$ cat src/i2c_ris_pkg.sv
package i2c_ris_pkg;
   // Buffer depth and byte-command width
   localparam int FIFO_DEPTH = 8;
   localparam int CMD_W = 9;
   // Register offsets, byte addresses
   localparam logic [7:0] OFF_RAW_STATUS = 8'h34;
   localparam logic [7:0] OFF_RX_THRESH = 8'h38;
   localparam logic [7:0] OFF_TX_THRESH = 8'h3c;
   localparam logic [7:0] OFF_CLR_ALL = 8'h40;
   localparam logic [7:0] OFF_CLR_RD_REQ = 8'h50;
   localparam logic [7:0] OFF_ACTIVITY_CLEAR_REGISTER = 8'h5c;
   localparam logic [7:0] OFF_CONTROL = 8'h00;
   localparam logic [7:0] OFF_DATA_CMD = 8'h10;
   localparam logic [7:0] OFF_EN_STATUS = 8'h9c;
   // Reset values
   localparam logic [7:0] RX_THRESH_RST = 8'h02;
   localparam logic [7:0] TX_THRESH_RST = 8'h02;
   // Control register bit positions
   localparam int CTRL_ENABLE_BIT = 0;
   localparam int CTRL_TXE_CTRL_BIT = 1;

   // Raw status bits 8 down to 0, packed in register order
   typedef struct packed {
      logic activity;
      logic slv_tx_done;
      logic tx_abort;
      logic rd_req;
      logic tx_empty;
      logic tx_over;
      logic rx_full;
      logic rx_over;
      logic rx_under;
   } raw_status_t;

   // Events and levels from the protocol engine
   typedef struct packed {
      logic slv_nack;
      logic tx_abort;
      logic rd_req;
      logic rx_byte;
      logic shift_done;
      logic sm_active;
   } engine_evt_t;

   // Software control
   typedef struct packed {
      logic tx_empty_ctrl;
      logic enable;
   } ctrl_t;
endpackage

$ cat src/sync2.sv
`timescale 1ns/10ps
// Two-stage synchroniser for levels from outside pclk
module sync2 #(
   parameter int W = 1
) (
   // Clock and reset
   input wire logic pclk,
   input wire logic presetn,
   // Data
   input wire logic [W-1:0] d,
   output logic [W-1:0] q
);
   logic [W-1:0] meta_q; // First stage, read only by q

   // Register both stages
   always_ff @(posedge pclk or negedge presetn) begin
      if (!presetn) begin
         meta_q <= '0;
         q <= '0;
      end else begin
         meta_q <= d;
         q <= meta_q;
      end
   end
endmodule

$ cat src/sat_threshold.sv
`timescale 1ns/10ps
// Turns a stored threshold field into an entry count, capped at depth
module sat_threshold #(
   parameter int DEPTH = 8,
   parameter bit PLUS_ONE = 1'b0,
   parameter int LW = 4
) (
   // Field and resulting count
   input wire logic [7:0] field,
   output logic [LW-1:0] entries
);
   // Refuse depths that the count width cannot hold
   if (DEPTH < 1 || DEPTH > 255 || (1 << LW) <= DEPTH) begin : g_bad_depth
      $error("sat_threshold: unsupported depth or width");
   end

   logic [8:0] raw; // Field plus optional one

   // Add offset, then saturate
   always_comb begin
      raw = {1'b0, field} + (PLUS_ONE ? 9'h001 : 9'h000);
      if (raw > 9'(DEPTH)) begin
         entries = LW'(DEPTH);
      end else begin
         entries = LW'(raw);
      end
   end
endmodule

$ cat src/i2c_raw_status.sv
`timescale 1ns/10ps
// Behaviour
// RQ1 - Activity bit sticky until disable or clear-read
// RQ2 - Slave-transmit done on master NACK
// RQ3 - Transmit abort flag on failed transmit
// RQ4 - Read request flag, hold SCL low
// RQ5 - Read-request clear read drops read request
// RQ6 - Software services read via data register
// RQ7 - Software delays before changing slave address
// RQ8 - Tx low when level at/below threshold
// RQ9 - Empty-control waits for shift completion
// RQ10 - Tx low clears above threshold
// RQ11 - Disable flushes tx, tx low tracks activity
// RQ12 - Tx overflow on write when full
// RQ13 - Overflow/underflow flags clear after idle disable
// RQ14 - Rx high at/above threshold, auto-clears
// RQ15 - Disable flushes rx, rx high clears
// RQ16 - Rx overflow on byte when full
// RQ17 - Rx underflow on read when empty
// RQ18 - Rx threshold is value plus one, saturated
// RQ19 - Tx threshold is direct count, saturated
// RQ20 - Status bits reset zero, read-only
module i2c_raw_status #(
   parameter int DEPTH = i2c_ris_pkg::FIFO_DEPTH,
   parameter int LW = $clog2(DEPTH + 1)
) (
   // Clock and reset
   input wire logic pclk,
   input wire logic presetn,
   // APB slave
   input wire logic psel,
   input wire logic penable,
   input wire logic pwrite,
   input wire logic [7:0] paddr,
   input wire logic [31:0] pwdata,
   output logic [31:0] prdata,
   output logic pready,
   output logic pslverr,
   // Protocol engine, same clock
   input wire i2c_ris_pkg::engine_evt_t evt,
   input wire logic [LW-1:0] tx_level,
   input wire logic [LW-1:0] rx_level,
   input wire logic [7:0] rx_data,
   // Buffer control towards the engine
   output logic tx_push,
   output logic [i2c_ris_pkg::CMD_W-1:0] tx_wdata,
   output logic rx_pop,
   output logic fifo_flush,
   output logic enable_status_bit,
   // Bus pins
   input wire logic scl_i,
   input wire logic sda_i,
   output logic scl_o,
   output logic scl_oe
);
   // Refuse depths that the level width cannot count
   if (DEPTH < 1 || DEPTH > 255 || (1 << LW) <= DEPTH) begin : g_bad_depth
      $error("i2c_raw_status: unsupported depth");
   end

   // Register state
   i2c_ris_pkg::raw_status_t ris_q, ris_d; // Raw status flags
   i2c_ris_pkg::ctrl_t ctrl_q, ctrl_d; // Enable and empty control
   logic [7:0] rx_tl_q, rx_tl_d; // Stored receive threshold
   logic [7:0] tx_tl_q, tx_tl_d; // Stored transmit threshold
   logic en_stat_q, en_stat_d; // Enable status
   // Bus answer state
   logic [31:0] prdata_q, prdata_d;
   logic pready_q, pready_d;
   logic pslverr_q, pslverr_d;
   // Engine-facing outputs
   logic tx_push_q, tx_push_d;
   logic [i2c_ris_pkg::CMD_W-1:0] tx_wdata_q, tx_wdata_d;
   logic rx_pop_q, rx_pop_d;
   logic flush_q, flush_d;
   logic hold_q, hold_d; // SCL stretch request
   // Pin activity
   logic [1:0] pins_s; // Synchronised scl, sda, inverted so idle matches reset
   logic [1:0] pins_prev_q; // Previous synchronised sample
   logic bus_act; // Any edge seen on the pins
   // Effective thresholds in entries
   logic [LW-1:0] rx_thr;
   logic [LW-1:0] tx_thr;
   // Completed bus accesses
   logic done;
   logic wr_data, rd_data, rd_clr_all, rd_clr_rd, rd_clr_act;
   logic addr_ok; // Address decodes to a register

   // Pins come from another domain
   sync2 #(
      .W(2)
   ) u_pin_sync (
      .pclk(pclk),
      .presetn(presetn),
      .d(~{scl_i, sda_i}),
      .q(pins_s)
   );

   // Receive threshold counts value plus one
   sat_threshold #(
      .DEPTH(DEPTH),
      .PLUS_ONE(1'b1),
      .LW(LW)
   ) u_rx_thr (
      .field(rx_tl_q),
      .entries(rx_thr) // RQ18
   );

   // Transmit threshold counts directly
   sat_threshold #(
      .DEPTH(DEPTH),
      .PLUS_ONE(1'b0),
      .LW(LW)
   ) u_tx_thr (
      .field(tx_tl_q),
      .entries(tx_thr) // RQ19
   );

   // Edge on either line marks bus activity
   assign bus_act = |(pins_s ^ pins_prev_q);

   // Access completes at the edge where pready is seen
   assign done = psel && penable && pready_q;
   assign wr_data = done && pwrite && paddr == i2c_ris_pkg::OFF_DATA_CMD;
   assign rd_data = done && !pwrite && paddr == i2c_ris_pkg::OFF_DATA_CMD;
   assign rd_clr_all = done && !pwrite && paddr == i2c_ris_pkg::OFF_CLR_ALL;
   assign rd_clr_rd = done && !pwrite && paddr == i2c_ris_pkg::OFF_CLR_RD_REQ;
   assign rd_clr_act = done && !pwrite && paddr == i2c_ris_pkg::OFF_ACTIVITY_CLEAR_REGISTER;

   // Address decode for the error answer
   always_comb begin
      unique case (paddr)
         i2c_ris_pkg::OFF_RAW_STATUS, i2c_ris_pkg::OFF_RX_THRESH,
         i2c_ris_pkg::OFF_TX_THRESH, i2c_ris_pkg::OFF_CLR_ALL,
         i2c_ris_pkg::OFF_CLR_RD_REQ, i2c_ris_pkg::OFF_ACTIVITY_CLEAR_REGISTER,
         i2c_ris_pkg::OFF_CONTROL, i2c_ris_pkg::OFF_DATA_CMD,
         i2c_ris_pkg::OFF_EN_STATUS: addr_ok = 1'b1;
         default: addr_ok = 1'b0;
      endcase
   end

   // Bus answer: no wait state, read data captured at setup
   always_comb begin
      pready_d = 1'b0;
      prdata_d = 32'h0000_0000;
      pslverr_d = 1'b0;
      if (psel && !penable) begin
         pready_d = 1'b1;
         pslverr_d = !addr_ok;
         if (!pwrite) begin
            unique case (paddr)
               i2c_ris_pkg::OFF_RAW_STATUS: prdata_d = {23'h0, ris_q};
               i2c_ris_pkg::OFF_RX_THRESH: prdata_d = {24'h0, rx_tl_q};
               i2c_ris_pkg::OFF_TX_THRESH: prdata_d = {24'h0, tx_tl_q};
               i2c_ris_pkg::OFF_CONTROL: prdata_d = {30'h0, ctrl_q};
               i2c_ris_pkg::OFF_EN_STATUS: prdata_d = {31'h0, en_stat_q};
               i2c_ris_pkg::OFF_DATA_CMD: prdata_d = {24'h0, rx_data};
               default: prdata_d = 32'h0000_0000;
            endcase
         end
      end
   end

   // Writable settings; thresholds saturate at depth
   always_comb begin
      ctrl_d = ctrl_q;
      rx_tl_d = rx_tl_q;
      tx_tl_d = tx_tl_q;
      if (done && pwrite) begin
         unique case (paddr)
            i2c_ris_pkg::OFF_CONTROL: begin
               ctrl_d.enable = pwdata[i2c_ris_pkg::CTRL_ENABLE_BIT];
               ctrl_d.tx_empty_ctrl = pwdata[i2c_ris_pkg::CTRL_TXE_CTRL_BIT];
            end
            i2c_ris_pkg::OFF_RX_THRESH: begin
               rx_tl_d = (pwdata[7:0] > 8'(DEPTH)) ? 8'(DEPTH) : pwdata[7:0]; // RQ18
            end
            i2c_ris_pkg::OFF_TX_THRESH: begin
               tx_tl_d = (pwdata[7:0] > 8'(DEPTH)) ? 8'(DEPTH) : pwdata[7:0]; // RQ19
            end
            default: begin
               // Writes to status and others leave settings
            end
         endcase
      end
   end

   // Engine-facing strobes and enable status
   always_comb begin
      en_stat_d = ctrl_q.enable || (en_stat_q && evt.sm_active);
      flush_d = !ctrl_q.enable; // RQ11 RQ15
      tx_push_d = wr_data && ctrl_q.enable && tx_level < LW'(DEPTH);
      tx_wdata_d = wr_data ? pwdata[i2c_ris_pkg::CMD_W-1:0] : tx_wdata_q;
      rx_pop_d = rd_data && ctrl_q.enable && rx_level != '0;
      // Stretch SCL until the request is answered with data
      if (evt.rd_req && ctrl_q.enable) begin
         hold_d = 1'b1; // RQ4
      end else if (wr_data || !ctrl_q.enable) begin
         hold_d = 1'b0; // RQ6
      end else begin
         hold_d = hold_q;
      end
   end

   // Raw status flags; a new event beats a clear in the same cycle
   always_comb begin
      ris_d = ris_q;
      // Disabling forces the activity bit low
      if (!ctrl_q.enable) begin
         ris_d.activity = 1'b0; // RQ1
      end else if (bus_act || evt.sm_active) begin
         ris_d.activity = 1'b1; // RQ1
      end else if (rd_clr_act || rd_clr_all) begin
         ris_d.activity = 1'b0; // RQ1
      end
      // Master NACK while slave-transmitting
      if (evt.slv_nack) begin
         ris_d.slv_tx_done = 1'b1; // RQ2
      end else if (rd_clr_all || !en_stat_q) begin
         ris_d.slv_tx_done = 1'b0;
      end
      // Abort reported by the engine
      if (evt.tx_abort) begin
         ris_d.tx_abort = 1'b1; // RQ3
      end else if (rd_clr_all || !en_stat_q) begin
         ris_d.tx_abort = 1'b0;
      end
      // Remote master read
      if (evt.rd_req && ctrl_q.enable) begin
         ris_d.rd_req = 1'b1; // RQ4
      end else if (rd_clr_rd || rd_clr_all || !en_stat_q) begin
         ris_d.rd_req = 1'b0; // RQ5
      end
      // Transmit level low follows level, or activity when disabled
      if (ctrl_q.enable) begin
         ris_d.tx_empty = tx_level <= tx_thr // RQ8 RQ10
            && (!ctrl_q.tx_empty_ctrl || evt.shift_done); // RQ9
      end else begin
         ris_d.tx_empty = en_stat_q; // RQ11
      end
      // Command written into a full transmit buffer
      if (wr_data && tx_level >= LW'(DEPTH)) begin
         ris_d.tx_over = 1'b1; // RQ12
      end else if (rd_clr_all || !en_stat_q) begin
         ris_d.tx_over = 1'b0; // RQ13
      end
      // Receive level high, flushed buffer reads empty
      ris_d.rx_full = ctrl_q.enable && rx_level >= rx_thr; // RQ14 RQ15
      // Byte arriving at a full receive buffer
      if (evt.rx_byte && ctrl_q.enable && rx_level >= LW'(DEPTH)) begin
         ris_d.rx_over = 1'b1; // RQ16
      end else if (rd_clr_all || !en_stat_q) begin
         ris_d.rx_over = 1'b0; // RQ13
      end
      // Data read from an empty receive buffer
      if (rd_data && (rx_level == '0 || !ctrl_q.enable)) begin
         ris_d.rx_under = 1'b1; // RQ17
      end else if (rd_clr_all || !en_stat_q) begin
         ris_d.rx_under = 1'b0; // RQ13
      end
   end

   // Register everything; status resets to zero
   always_ff @(posedge pclk or negedge presetn) begin
      if (!presetn) begin
         ris_q <= '0; // RQ20
         ctrl_q <= '0;
         rx_tl_q <= i2c_ris_pkg::RX_THRESH_RST;
         tx_tl_q <= i2c_ris_pkg::TX_THRESH_RST;
         en_stat_q <= 1'b0;
         prdata_q <= 32'h0000_0000;
         pready_q <= 1'b0;
         pslverr_q <= 1'b0;
         tx_push_q <= 1'b0;
         tx_wdata_q <= '0;
         rx_pop_q <= 1'b0;
         flush_q <= 1'b1;
         hold_q <= 1'b0;
         pins_prev_q <= 2'h0;
      end else begin
         ris_q <= ris_d;
         ctrl_q <= ctrl_d;
         rx_tl_q <= rx_tl_d;
         tx_tl_q <= tx_tl_d;
         en_stat_q <= en_stat_d;
         prdata_q <= prdata_d;
         pready_q <= pready_d;
         pslverr_q <= pslverr_d;
         tx_push_q <= tx_push_d;
         tx_wdata_q <= tx_wdata_d;
         rx_pop_q <= rx_pop_d;
         flush_q <= flush_d;
         hold_q <= hold_d;
         pins_prev_q <= pins_s;
      end
   end

   // Outputs straight from flops, except scl_o which is tied low
   assign prdata = prdata_q;
   assign pready = pready_q;
   assign pslverr = pslverr_q;
   assign tx_push = tx_push_q;
   assign tx_wdata = tx_wdata_q;
   assign rx_pop = rx_pop_q;
   assign fifo_flush = flush_q;
   assign enable_status_bit = en_stat_q;
   assign scl_o = 1'b0; // Open drain: only ever pulls low
   assign scl_oe = hold_q;
endmodule

$ cat config.mk
export PLATFORM = sky130hd
export DESIGN_NAME = i2c_raw_status
export DESIGN_NICKNAME = d
export VERILOG_FILES = /design/src/i2c_ris_pkg.sv /design/src/sync2.sv /design/src/sat_threshold.sv /design/src/i2c_raw_status.sv
export SDC_FILE = /design/constraint.sdc
export NUM_CORES = 1
export LEC_CHECK = 0
export BUFFER_PORTS_ARGS = -buffer_cell sky130_fd_sc_hd__buf_2
export CAP_MARGIN = 20
export CORE_MARGIN = 4
export CORE_UTILIZATION = 35
export DETAILED_ROUTE_END_ITERATION = 10
export SKIP_CTS_REPAIR_TIMING = 1
export SYNTH_ARGS = -nofsm -noshare
export SYNTH_HDL_FRONTEND = slang
export SYNTH_SLANG_ARGS = --single-unit
$ cat constraint.sdc
create_clock -name pclk -period 2.99 [get_ports pclk]
set_input_delay 0.4485 -clock pclk [delete_from_list [all_inputs] [get_ports pclk]]
set_output_delay 0.4485 -clock pclk [all_outputs]
set_load 0.03 [all_outputs]
* Yosys cells after proc, flatten, opt, wreduce, memory -nomap -nowiden
Index checks and enable logic that the tools add are counted.
** Storage, ports and cells
- Bits in registers :: 81
- Bits of input ports :: 69
- Output and inout bits :: 49
- Word-level logic and storage cells :: 120
** Operators by class
- Add/sub/neg operators :: 1
- $lt $le $gt $ge :: 8
- Equal/unequal tests :: 9
- Multiplexer cells :: 23
- Bitwise operators :: 2
- Reductions and logical operators :: 52
** Operators with widths (number)
- $pmux W9 S6 :: 1
- $eq A8 B6 Y1 const B :: 3
- $eq A8 B7 Y1 const B :: 3
- $logic_and A1 B1 Y1 :: 22
- $mux W9 :: 2
- $mux W1 :: 17
- $gt A8 B4 Y1 const B :: 2
- $reduce_bool A2 Y1 :: 7
- $add A8 B1 Y9 const B :: 1
- $gt A9 B4 Y1 const B :: 1
- $logic_or A1 B1 Y1 :: 9
- $reduce_or A9 Y1 :: 1
- $eq A8 B5 Y1 const B :: 1
- $eq A8 B8 Y1 const B :: 1
- $ge A4 B4 Y1 const B :: 2
- $logic_not A8 Y1 :: 1
- $mux W4 :: 2
- $mux W8 :: 1
- $logic_not A1 Y1 :: 6
- $reduce_and A2 Y1 :: 3
- $ge A4 B4 Y1 :: 1
- $le A4 B4 Y1 :: 1
- $logic_not A4 Y1 :: 1
- $lt A4 B4 Y1 const B :: 1
- 5 further kinds :: 5

* Longest topological paths before layout
Gate-level depths: netlist (run 1).
- Word-level depth :: 8
- Gate-level depth with buffers :: 9
- Depth with buffers taken out :: 9

* Hierarchy
From an unflattened synthesis (run 1), not the netlist that was laid out.
** Unflattened totals
- Cells, all modules :: 281
- Area total of the unflattened synthesis :: 3081.7 µm²
** Modules (own cells, without submodules)
- i2c_raw_status :: instances 1, cells an instance 249, area each 2775.2 µm², seq. area each 1355.0 µm²
- sat_threshold (u_rx_thr) :: instances 1, cells an instance 23, area each 166.4 µm², seq. area each 0.0 µm²
- sync2 :: instances 1, cells an instance 4, area each 100.1 µm², seq. area each 100.1 µm²
- sat_threshold (u_tx_thr) :: instances 1, cells an instance 5, area each 40.0 µm², seq. area each 0.0 µm²

* Worst setup path after synthesis (run 1)
OpenSTA, ideal clock, no wires.
- Path type :: register to register
- Start :: register tx_tl_q[6]
- End :: register ris_q[4] (netlist name)
- Setup time :: 82 ps
- Arrival :: 1988 ps
- Data required time :: 2908 ps
- Setup slack :: 920 ps
- Cell stages (with the launch flop) :: 8
- Path buffers :: 0
- Clock period less this slack :: 2070 ps
- Cell sequence :: dfrtp_1 > or4_1 > nor2_1 > nand2_1 > ha_1 > a21o_1 > a211o_1 > a31oi_1
** RTL lines
- start, declared :: RTL line i2c_raw_status.sv:65 : logic [7:0] tx_tl_q, tx_tl_d;
- start signal, assigned :: RTL line i2c_raw_status.sv:269 : tx_tl_q <= i2c_ris_pkg::TX_THRESH_RST;
- start signal, assigned :: RTL line i2c_raw_status.sv:284 : tx_tl_q <= tx_tl_d;
- end signal, assigned :: RTL line i2c_raw_status.sv:281 : ris_q <= ris_d;
- end, declared :: RTL line i2c_raw_status.sv:62 : i2c_ris_pkg::raw_status_t ris_q, ris_d;

==> impl_metrics.json, run 1 <==
{
  "synth_top_family_by_area": "simple AND/OR/NAND/NOR gates",
  "place_ws_ns": 0.7050,
  "numCtsBuffers": 9,
  "rsz0062_at_grt": "no",
  "ys_ff_latch": 58,
  "clkLatencyLatePin_ns": 0.32,
  "diodes": 0,
  "ys_async_sr_fraction_pct": 100.0,
  "required_ns": 3.23,
  "crit_family": "simple AND/OR/NAND/NOR gates",
  "antenna_found_initial": 0,
  "nFillCells": 820,
  "finalHoldViolCount": 0,
  "synthTopCellsByArea": "dfrtp_1, mux2_2, buf_4, ha_1, dfstp_2",
  "finalCritPeriodShare_pct": 77.11,
  "crit_chain": "or4_1 > nor2_1 > nand2_1 > ha_1 > a21o_1 > a211o_1 > a31oi_1",
  "start_util_pct": 36.41,
  "hp-class": "primary input to flop",
  "arrival_ns": 2.55,
  "synth_xor_area_share_pct": 0.8696,
  "reg2reg_depth": 7,
  "yosysSeqAreaShare_pct": 48.16,
  "drt-met1-wl_mm": 3.236,
  "num_vias": 2281,
  "grt_max_degree": 28,
  "worst_pin_slew_ns": 0.8450,
  "yosys_warnings": 0,
  "layout.nets": 425,
  "synth.largest_area_cell": "dfrtp_1",
  "ant_nets": 0,
  "areaGrowthSynthToFinish_pct": 18.59,
  "row_count": 33,
  "crit_type": "flop to flop",
  "dr_wl_met2_mm": 3.285,
  "mostFrequentLayoutCell": "buf_2",
  "synthSimpleGateAreaFrac_pct": 15.03,
  "cts_max_path_buffers": 2,
  "die-area_um2": 10180,
  "ios": 118,
  "hold_depth": 2,
  "start_kind": "flop",
  "setup_tns_ns": 0,
  "core-area_um2": 8299,
  "fin_ws_ns": 0.6845,
  "path_buf_inv": 0,
  "met3RoutedLength_um": 506,
  "wire_per_inst_um": 15.70,
  "synthFlopType": "dfrtp_1",
  "hpwl_mm": 5.502,
  "drtPass1Iterations": 4,
  "layout_common_cells": "buf_2, dfrtp_1, conb_1",
  "drv_cap": 0,
  "postSynthAreaPerCell_um2": 11.07,
  "relSlewSlack_pct": 42.93,
  "p_per_area_nw_per_um2": 465.5,
  "yosysUniqueCellTypes": 55,
  "period_needed_ns": 2.306,
  "synth_top_area_share_pct": 45.55,
  "status": "finished, final reports clean",
  "viasPerCell": 5.024,
  "die_x_um": 100.9,
  "clk_pin_slew_ns": 0.06,
  "routed_wl_mm": 7.128,
  "place_congestion": 0.7823,
  "crit_cells": 7,
  "cts_tree": "built",
  "synthMuxAreaShare_pct": 11.22,
  "overflow": 0,
  "highest-signal-layer": "met4",
  "mappedNetlistArea_um2": 3022,
  "grt_pass1_wl_mm": 11.40,
  "synth_edf_count": 0,
  "final_max_slew_viol_count": 0,
  "postSynthCellCount": 273,
  "clock_skew_ns": 0.008146,
  "port_buffers": 70,
  "setup_viol": 0,
  "cpMaxStageDelayCell": "or4_1",
  "cts_sinks": 58,
  "crit_fanout": 4,
  "synth-compound-area-share_pct": 11.93,
  "irDropWorstVdd_mv": 0.3066,
  "fmax_mhz": 433.7,
  "grtUsageTotal_pct": 14.54,
  "die_y_um": 100.9,
  "clk_root_buffer_cell": "clkbuf_8",
  "drc": 0,
  "worst_setup_path_end_kind": "flop",
  "synthAdderAreaFrac_pct": 4.141,
  "cp_slowest_stage_delay_ns": 0.52,
  "drtIter0Drc": 137,
  "cts_max_level": 3,
  "drive_gt1_share_pct": 35.24,
  "p_leak_nw": 1.845,
  "grt_pass1_vias": 2306
}
==> worst paths after layout <==
check	from	end	slack [ns]
setup / recovery	tx_tl_q[6]$_DFFE_PN0P_	ris_q[4]$_DFF_PN0_	0.68
hold / removal	scl_i	u_pin_sync.meta_q[1]$_DFF_PN0_	0.26
setup reg to reg	tx_tl_q[6]$_DFFE_PN0P_	ris_q[4]$_DFF_PN0_	0.68
hold reg to reg	u_pin_sync.meta_q[1]$_DFF_PN0_	u_pin_sync.q[1]$_DFF_PN0_	0.35
max in group asynchronous	presetn	tx_tl_q[1]$_DFFE_PN1P_	1.77
min in group asynchronous	presetn	pready$_DFF_PN0_	0.52
==> logic make-up (layout without fill, tap and decap cells) <==
logic type	after synthesis	after routing
compound gates	47	47
xor+xnor	3	3
fa+ha+maj	10	10
buf+inv	42	95
flops	58	58
mux	29	29
other cells	1	24
simple gates	83	83
==> state kept, by name (all words and copies together), names as in the netlist <==
signal / cells
enable_status_bit: 1
ctrl_q: 2
tx_wdata: 9
tx_tl_q: 8
u_pin_sync.q: 2
rx_pop: 1
pslverr: 1
pready: 1
ris_q: 9
prdata: 9
u_pin_sync.meta_q: 2
rx_tl_q: 8
pins_prev_q: 2
tx_push: 1
scl_oe: 1
fifo_flush: 1
==> final cells by class <==
type / count / area, um2 / area share, %
sequential: 58 / 1455 / 40.61
multi-input combinational: 196 / 1395 / 38.93
timing repair buffer: 74 / 382.9 / 10.68
clock buffer: 12 / 155.1 / 4.330
tap: 105 / 131.4 / 3.666
clock inverter: 2 / 37.54 / 1.047
inverter: 7 / 26.28 / 0.7332
==> per-layer routing <==
| metal | vias to the layer above | global-route usage (%) |
|---|---|---|
| met5 | - | 0 |
| met4 | 0 | 5.215 |
| met3 | 10 | 3.253 |
| met2 | 75 | 22.08 |
| met1 | 1105 | 20.37 |
| li1 | 1091 | - |
==> cells in the mapped netlist, types with 5 or more instances <==
master / number
ha_1: 10
and2_1: 5
nor3_1: 9
a22oi_1: 8
buf_4: 24
a22o_1: 6
nand4_1: 5
dfrtp_1: 55
mux2_2: 23
clkbuf_1: 6
nor2_1: 18
inv_1: 7
nand2_1: 14
nand3_1: 5
==> through the flow <==
stage / instances / area [um2] / hold WS, ns / power [W] / utilization [%]
after global placement: 439 / 3381 / 0.3318 / 0.0009627 / 40.74
after global routing: 454 / 3583 / 0.2520 / 0.001737 / 43.18
after floorplan: 296 / 3108 / 0.1529 / 0.0009192 / -
after detailed placement: 439 / 3381 / 0.3365 / 0.0009656 / 40.74
after CTS: 453 / 3573 / -0.02051 / 0.001684 / 43.06
final: 454 / 3583 / 0.2558 / 0.001668 / 43.18
==> power by group <==
| group | internal (W) | total, W | switching, W |
|---|---|---|---|
| clock | 0.000422 | 0.000717 | 0.000295 |
| sequential | 0.000793 | 0.000798 | 0.00000474 |
| combinational | 0.0000449 | 0.000153 | 0.000108 |
| total | 0.00126 | 0.00167 | 0.000408 |
No activity file was read; power rests on OpenSTA's default activity.
==> inputs of run 2 (changes only) <==
ABC_AREA = 1   (was default)
clock period = 2.17 ns   (was 2.99 ns; I/O delays follow)
==> impl_metrics.json, run 2 <==
{
  "port_buffers": 70,
  "die-area_um2": 11150,
  "failed_checks": "hold timing",
  "crit_cells": 12,
  "cpMaxStageDelayCell": "dfstp_2",
  "switching_share_pct": 25.69,
  "layout.nets": 590,
  "worst_pin_slew_ns": 0.5421,
  "antenna_found_initial": 0,
  "required_ns": 2.40,
  "reg2reg_to": "ris_q[2]$_DFF_PN0_",
  "ios": 118,
  "cts_max_level": 3,
  "yosysSeqAreaShare_pct": 43.67,
  "synth_edf_count": 0,
  "core-area_um2": 9240,
  "crit_chain": "ha_4 > nand2_2 > nand2_2 > nand4_1 > nor2_2 > buf_4 > nand3_1 > ha_1 > o211ai_1 > nand3_1 > nand2_1 > inv_1",
  "ys_ff_latch": 58,
  "relSlewSlack_pct": 63.86,
  "rsz0062_at_grt": "no",
  "wire_per_inst_um": 12.13,
  "clk_pin_slew_ns": 0.07,
  "share_comb_of_total_power_pct": 9.7,
  "drtIter0Drc": 103,
  "viasPerCell": 4.404,
  "timing.rr.start": "rx_tl_q[1]$_DFFE_PN1P_",
  "diodes": 0,
  "hp-class": "primary input to asynchronous set/reset pin",
  "switching_power_w": 0.0005898,
  "worst_setup_path_end_kind": "flop",
  "arrival_ns": 2.24,
  "synth.largest_area_cell": "dfrtp_1",
  "yosysUniqueCellTypes": 34,
  "synthTopCellsByArea": "dfrtp_1, nand2_1, inv_1, nor2_1, buf_4",
  "irDropWorstVdd_mv": 0.3182,
  "drv_cap": 0,
  "cts_max_path_buffers": 2,
  "fin_hold_ws_ns": -0.02108,
  "areaGrowthSynthToFinish_pct": 20.32,
  "cts_sinks": 58,
  "layout_common_cells": "nand2_1, buf_2, inv_1",
  "internal_power_w": 0.001706,
  "p_per_area_nw_per_um2": 572.8,
  "final_max_slew_viol_count": 0,
  "setup_viol": 0,
  "grt_pass1_wl_mm": 13.23,
  "synthFlopType": "dfrtp_1",
  "reg2reg_depth": 12,
  "overflow": 0,
  "mostFrequentLayoutCell": "nand2_1",
  "drc": 0,
  "r2r_slack_ns": 0.16,
  "p_leak_nw": 2.268,
  "cp_slowest_stage_delay_ns": 0.58,
  "yosys-top-cells-count": "nand2_1, inv_1, dfrtp_1",
  "cp-startpoint": "rx_tl_q[1]$_DFFE_PN1P_",
  "postSynthCellCount": 430,
  "clock_skew_ns": 0.007175,
  "drive_gt1_share_pct": 25.05,
  "start_util_pct": 36.06,
  "synth_most_common_cell": "nand2_1",
  "setup_tns_ns": 0,
  "ant_nets": 0,
  "postSynthAreaPerCell_um2": 7.749,
  "mappedNetlistArea_um2": 3332,
  "placedCellCount": 628,
  "synth_top_area_share_pct": 41.31,
  "status": "finished, violations left",
  "die_y_um": 105.6,
  "grt_max_degree": 37,
  "clkLatencyLatePin_ns": 0.33,
  "place_congestion": 0.8899,
  "finalHoldViolCount": 21,
  "grt_pass1_vias": 2791,
  "ys_async_sr_fraction_pct": 100.0,
  "cts_tree": "built",
  "total_power_w": 0.002296,
  "period_needed_ns": 2.013,
  "grtUsageTotal_pct": 14.66,
  "row_count": 35,
  "yosys_warnings": 0,
  "critPathCapture": "ris_q[2]$_DFF_PN0_",
  "seqPwrFrac_pct": 47.8,
  "clk_root_buffer_cell": "clkbuf_8",
  "routed_wl_mm": 7.809,
  "fin_cells": 644,
  "drtPass1Iterations": 4,
  "clockPowerShare_pct": 42.5,
  "die_x_um": 105.6,
  "path_buf_inv": 2,
  "finalCritPeriodShare_pct": 92.76,
  "crit_family": "simple AND/OR/NAND/NOR gates",
  "start_kind": "flop",
  "crit_fanout": 4,
  "numCtsBuffers": 9,
  "fmax_mhz": 496.8,
  "crit_type": "flop to flop",
  "num_vias": 2836,
  "hpwl_mm": 6.322
}
run 2: power by group through the flow:
| stage | sequential, W | clock (W) | combinational, W |
|---|---|---|---|
| 5_1_grt | 0.00110 | 0.00106 | 0.000251 |
| 2_1_floorplan | 0.00112 | 0 | 0.000154 |
| 6_report | 0.00110 | 0.000976 | 0.000222 |
| 3_5_place_dp | 0.00112 | 0 | 0.000223 |
| 4_1_cts | 0.00110 | 0.00101 | 0.000224 |
| 3_3_place_gp | 0.00112 | 0 | 0.000220 |
run 2: worst min-delay path by stage:
stage / startpoint / to / slack [ns]
2_1_floorplan: presetn / ctrl_q[0]$_DFFE_PN0P_ / 0.03
5_1_grt: presetn / pready$_DFF_PN0_ / 0.02
6_report: presetn / tx_wdata[3]$_DFFE_PN0P_ / -0.02
3_5_place_dp: u_pin_sync.meta_q[1]$_DFF_PN0_ / u_pin_sync.q[1]$_DFF_PN0_ / 0.33
4_1_cts: presetn / tx_wdata[7]$_DFFE_PN0P_ / -0.01
3_3_place_gp: presetn / tx_wdata[3]$_DFFE_PN0P_ / 0.34
run 2: final cells by class:
class / count / area [um2]
clock inverters: 5 / 55.05
repair buffers: 75 / 400.4
well taps: 129 / 161.4
fillers: 958 / 5231
flip-flops and latches: 58 / 1455
multi-input cells: 305 / 1562
inverters: 62 / 237.7
clock buffers: 10 / 137.6
run 2: layer usage:
metal	vias to the layer above	part of all wire, %	wire length [um]	global-route usage, %
met1	1300	45	3506	19.69
met4	0	1.0	81	3.423
li1	1447	-	-	-
met3	10	7.4	577	4.715
met2	79	47	3643	23.09
met5	-	0	0	0
run 2: logic make-up after synthesis:
logic type | Yosys count | share of synthesized area [%]
and+or+nand+nor | 226 | 30.57
buffers and inverters | 90 | 13.48
DFF | 58 | 43.67
AOI/OAI and AO/OA | 41 | 7.360
adders and majority gates | 10 | 3.755
xor gates and xnor gates | 4 | 1.051
other | 1 | 0.1125
run 2: stage by stage:
step / cell area (um2) / util (%) / hold WS [ns] / worst slack [ns]
2_1_floorplan: 3418 / - / 0.02991 / 0.1679
3_3_place_gp: 3761 / 40.70 / 0.3359 / 0.06405
3_5_place_dp: 3761 / 40.70 / 0.3347 / 0.02392
4_1_cts: 3954 / 42.79 / -0.01307 / 0.01853
5_1_grt: 4009 / 43.39 / 0.01721 / 0.02908
6_report: 4009 / 43.39 / -0.02108 / 0.1572
==> inputs of run 3 (changes only) <==
clock period = 1.83 ns   (was 2.17 ns; I/O delays follow)
==> impl_metrics.json, run 3 (synthesis gave the netlist of run 2 again) <==
{
  "status": "finished, violations left",
  "failed_checks": "setup timing",
  "die-area_um2": 11150,
  "ios": 118,
  "switching_power_w": 0.0007299,
  "start_util_pct": 36.06,
  "worst_setup_path_end_kind": "flop",
  "grt.busiest_layer": "met2",
  "overflow": 0,
  "row_count": 35,
  "gr-usage-met3_pct": 4.287,
  "cp_slowest_stage_delay_ns": 0.58,
  "crit_chain": "nand2_2 > nor2_4 > buf_6 > nand3_2 > nand2_1 > nand2_1 > nor2_1 > nand2_1 > nor2_2 > ha_4 > a21oi_2 > nand3_1 > nand2_1 > inv_1",
  "period_needed_ns": 2.063,
  "clk_root_buffer_cell": "clkbuf_8",
  "ant_nets": 0,
  "p_per_area_nw_per_um2": 698.3,
  "nFillCells": 942,
  "grt_pass1_vias": 2912,
  "clockPowerShare_pct": 46.0,
  "drtIter0Drc": 107,
  "crit_fanout": 4,
  "switching_share_pct": 25.09,
  "clock_skew_ns": 0.007165,
  "mostFrequentLayoutCell": "nand2_1",
  "areaGrowthSynthToFinish_pct": 25.05,
  "arrival_ns": 2.30,
  "finalHoldViolCount": 0,
  "rsz0062_at_grt": "yes",
  "numCtsBuffers": 9,
  "setup_tns_ns": -0.2326,
  "grt_pass1_wl_mm": 13.18,
  "fin_ws_ns": -0.2326,
  "share_comb_of_total_power_pct": 9.3,
  "hp-class": "primary input to flop",
  "place_congestion": 0.8572,
  "internal_power_w": 0.002180,
  "drv_cap": 0,
  "drtPass1Iterations": 4,
  "cts_tree": "built",
  "antenna_found_initial": 0,
  "layout.nets": 604,
  "drc": 0,
  "clk_pin_slew_ns": 0.07,
  "hpwl_mm": 6.394,
  "core-area_um2": 9240,
  "die_y_um": 105.6,
  "finalCritPeriodShare_pct": 112.7,
  "routed_wl_mm": 8.065,
  "final_max_slew_viol_count": 0,
  "die_x_um": 105.6,
  "viasPerCell": 4.408,
  "cts_sinks": 58,
  "layout_common_cells": "nand2_1, buf_2, inv_1",
  "cts_max_level": 3,
  "setup_viol": 1,
  "required_ns": 2.06,
  "fmax_mhz": 484.8,
  "drive_gt1_share_pct": 27.55,
  "p_leak_nw": 2.367,
  "port_buffers": 70,
  "crit_top_cell": "nand2_1",
  "num_vias": 2905,
  "fin_hold_ws_ns": 0.06760,
  "grtUsageMet1_pct": 18.42,
  "irDropWorstVdd_mv": 0.3375,
  "wire_per_inst_um": 12.24,
  "grtUsageTotal_pct": 14.86,
  "start_kind": "flop",
  "cts_max_path_buffers": 2,
  "use_met2_pct": 24.68,
  "cpMaxStageDelayCell": "dfstp_2",
  "diodes": 0,
  "crit_type": "flop to flop",
  "clkLatencyLatePin_ns": 0.34,
  "grt_max_degree": 59,
  "seqPwrFrac_pct": 44.8
}
run 3: cell types whose count changed in the layout (fill, tap and decap cells not counted), moves of 2 or more:
| cell | previous run | this run |
|---|---|---|
| clkinv_4 | 0 | 2 |
| nor2_1 | 49 | 47 |
| buf_4 | 4 | 16 |
| nor2_2 | 4 | 6 |
run 3: worst paths after layout:
kind	cells past startpoint	to	slack, ns	from
max	14	ris_q[2]$_DFF_PN0_	-0.23	rx_tl_q[1]$_DFFE_PN1P_
min	2	u_pin_sync.meta_q[0]$_DFF_PN0_	0.07	sda_i
max reg2reg	14	ris_q[2]$_DFF_PN0_	-0.23	rx_tl_q[1]$_DFFE_PN1P_
min reg2reg	0	u_pin_sync.q[1]$_DFF_PN0_	0.35	u_pin_sync.meta_q[1]$_DFF_PN0_
max in group asynchronous	3	fifo_flush$_DFF_PN1_	1.06	presetn
min in group asynchronous	3	rx_tl_q[7]$_DFFE_PN0P_	0.46	presetn
run 3: per-stage QoR:
step                      setup slack [ns]  utilization [%]  cell area (um2)  total power [W]  cells
after CTS                          -0.2751            44.44             4106         0.002941    658
after floorplan                    -0.1260                -             3431         0.001515    453
after global placement             -0.1840            41.98             3879         0.001589    642
after global routing               -0.4203            45.09             4167         0.003037    659
after detailed placement           -0.2611            41.98             3879         0.001594    642
final                              -0.2326            45.09             4167         0.002910    659
run 3: cell type report:
class	count	area [um2]	area share, %
Multi-Input combinational cell	305	1573	37.75
Sequential cell	58	1455	34.92
Timing Repair Buffer	89	511.7	12.28
Inverter	62	237.7	5.706
Tap cell	129	161.4	3.874
Clock buffer	10	137.6	3.303
Clock inverter	6	90.09	2.162
run 3: critical path, delay by kind of cell (launching register included):
kind | cells | cell delay (ns)
buffers and inverters | 2 | 0.16
DFF | 1 | 0.58
AOI/OAI and AO/OA | 1 | 0.12
and+or+nand+nor | 10 | 0.86
adders and majority gates | 1 | 0.23
run 3: routing by layer:
layer	share of wire, %	vias to the layer above
met5	0	-
met4	1.7	0
met3	5.6	14
met2	48	67
met1	44	1341
li1	-	1483
run 3: power groups by stage:
stage / clock network (W) / registers (W) / logic, W
after floorplan: 0 / 0.00133 / 0.000182
after global placement: 0 / 0.00133 / 0.000263
after detailed placement: 0 / 0.00133 / 0.000268
after CTS: 0.00137 / 0.00130 / 0.000269
after global routing: 0.00143 / 0.00130 / 0.000304
final: 0.00134 / 0.00130 / 0.000270
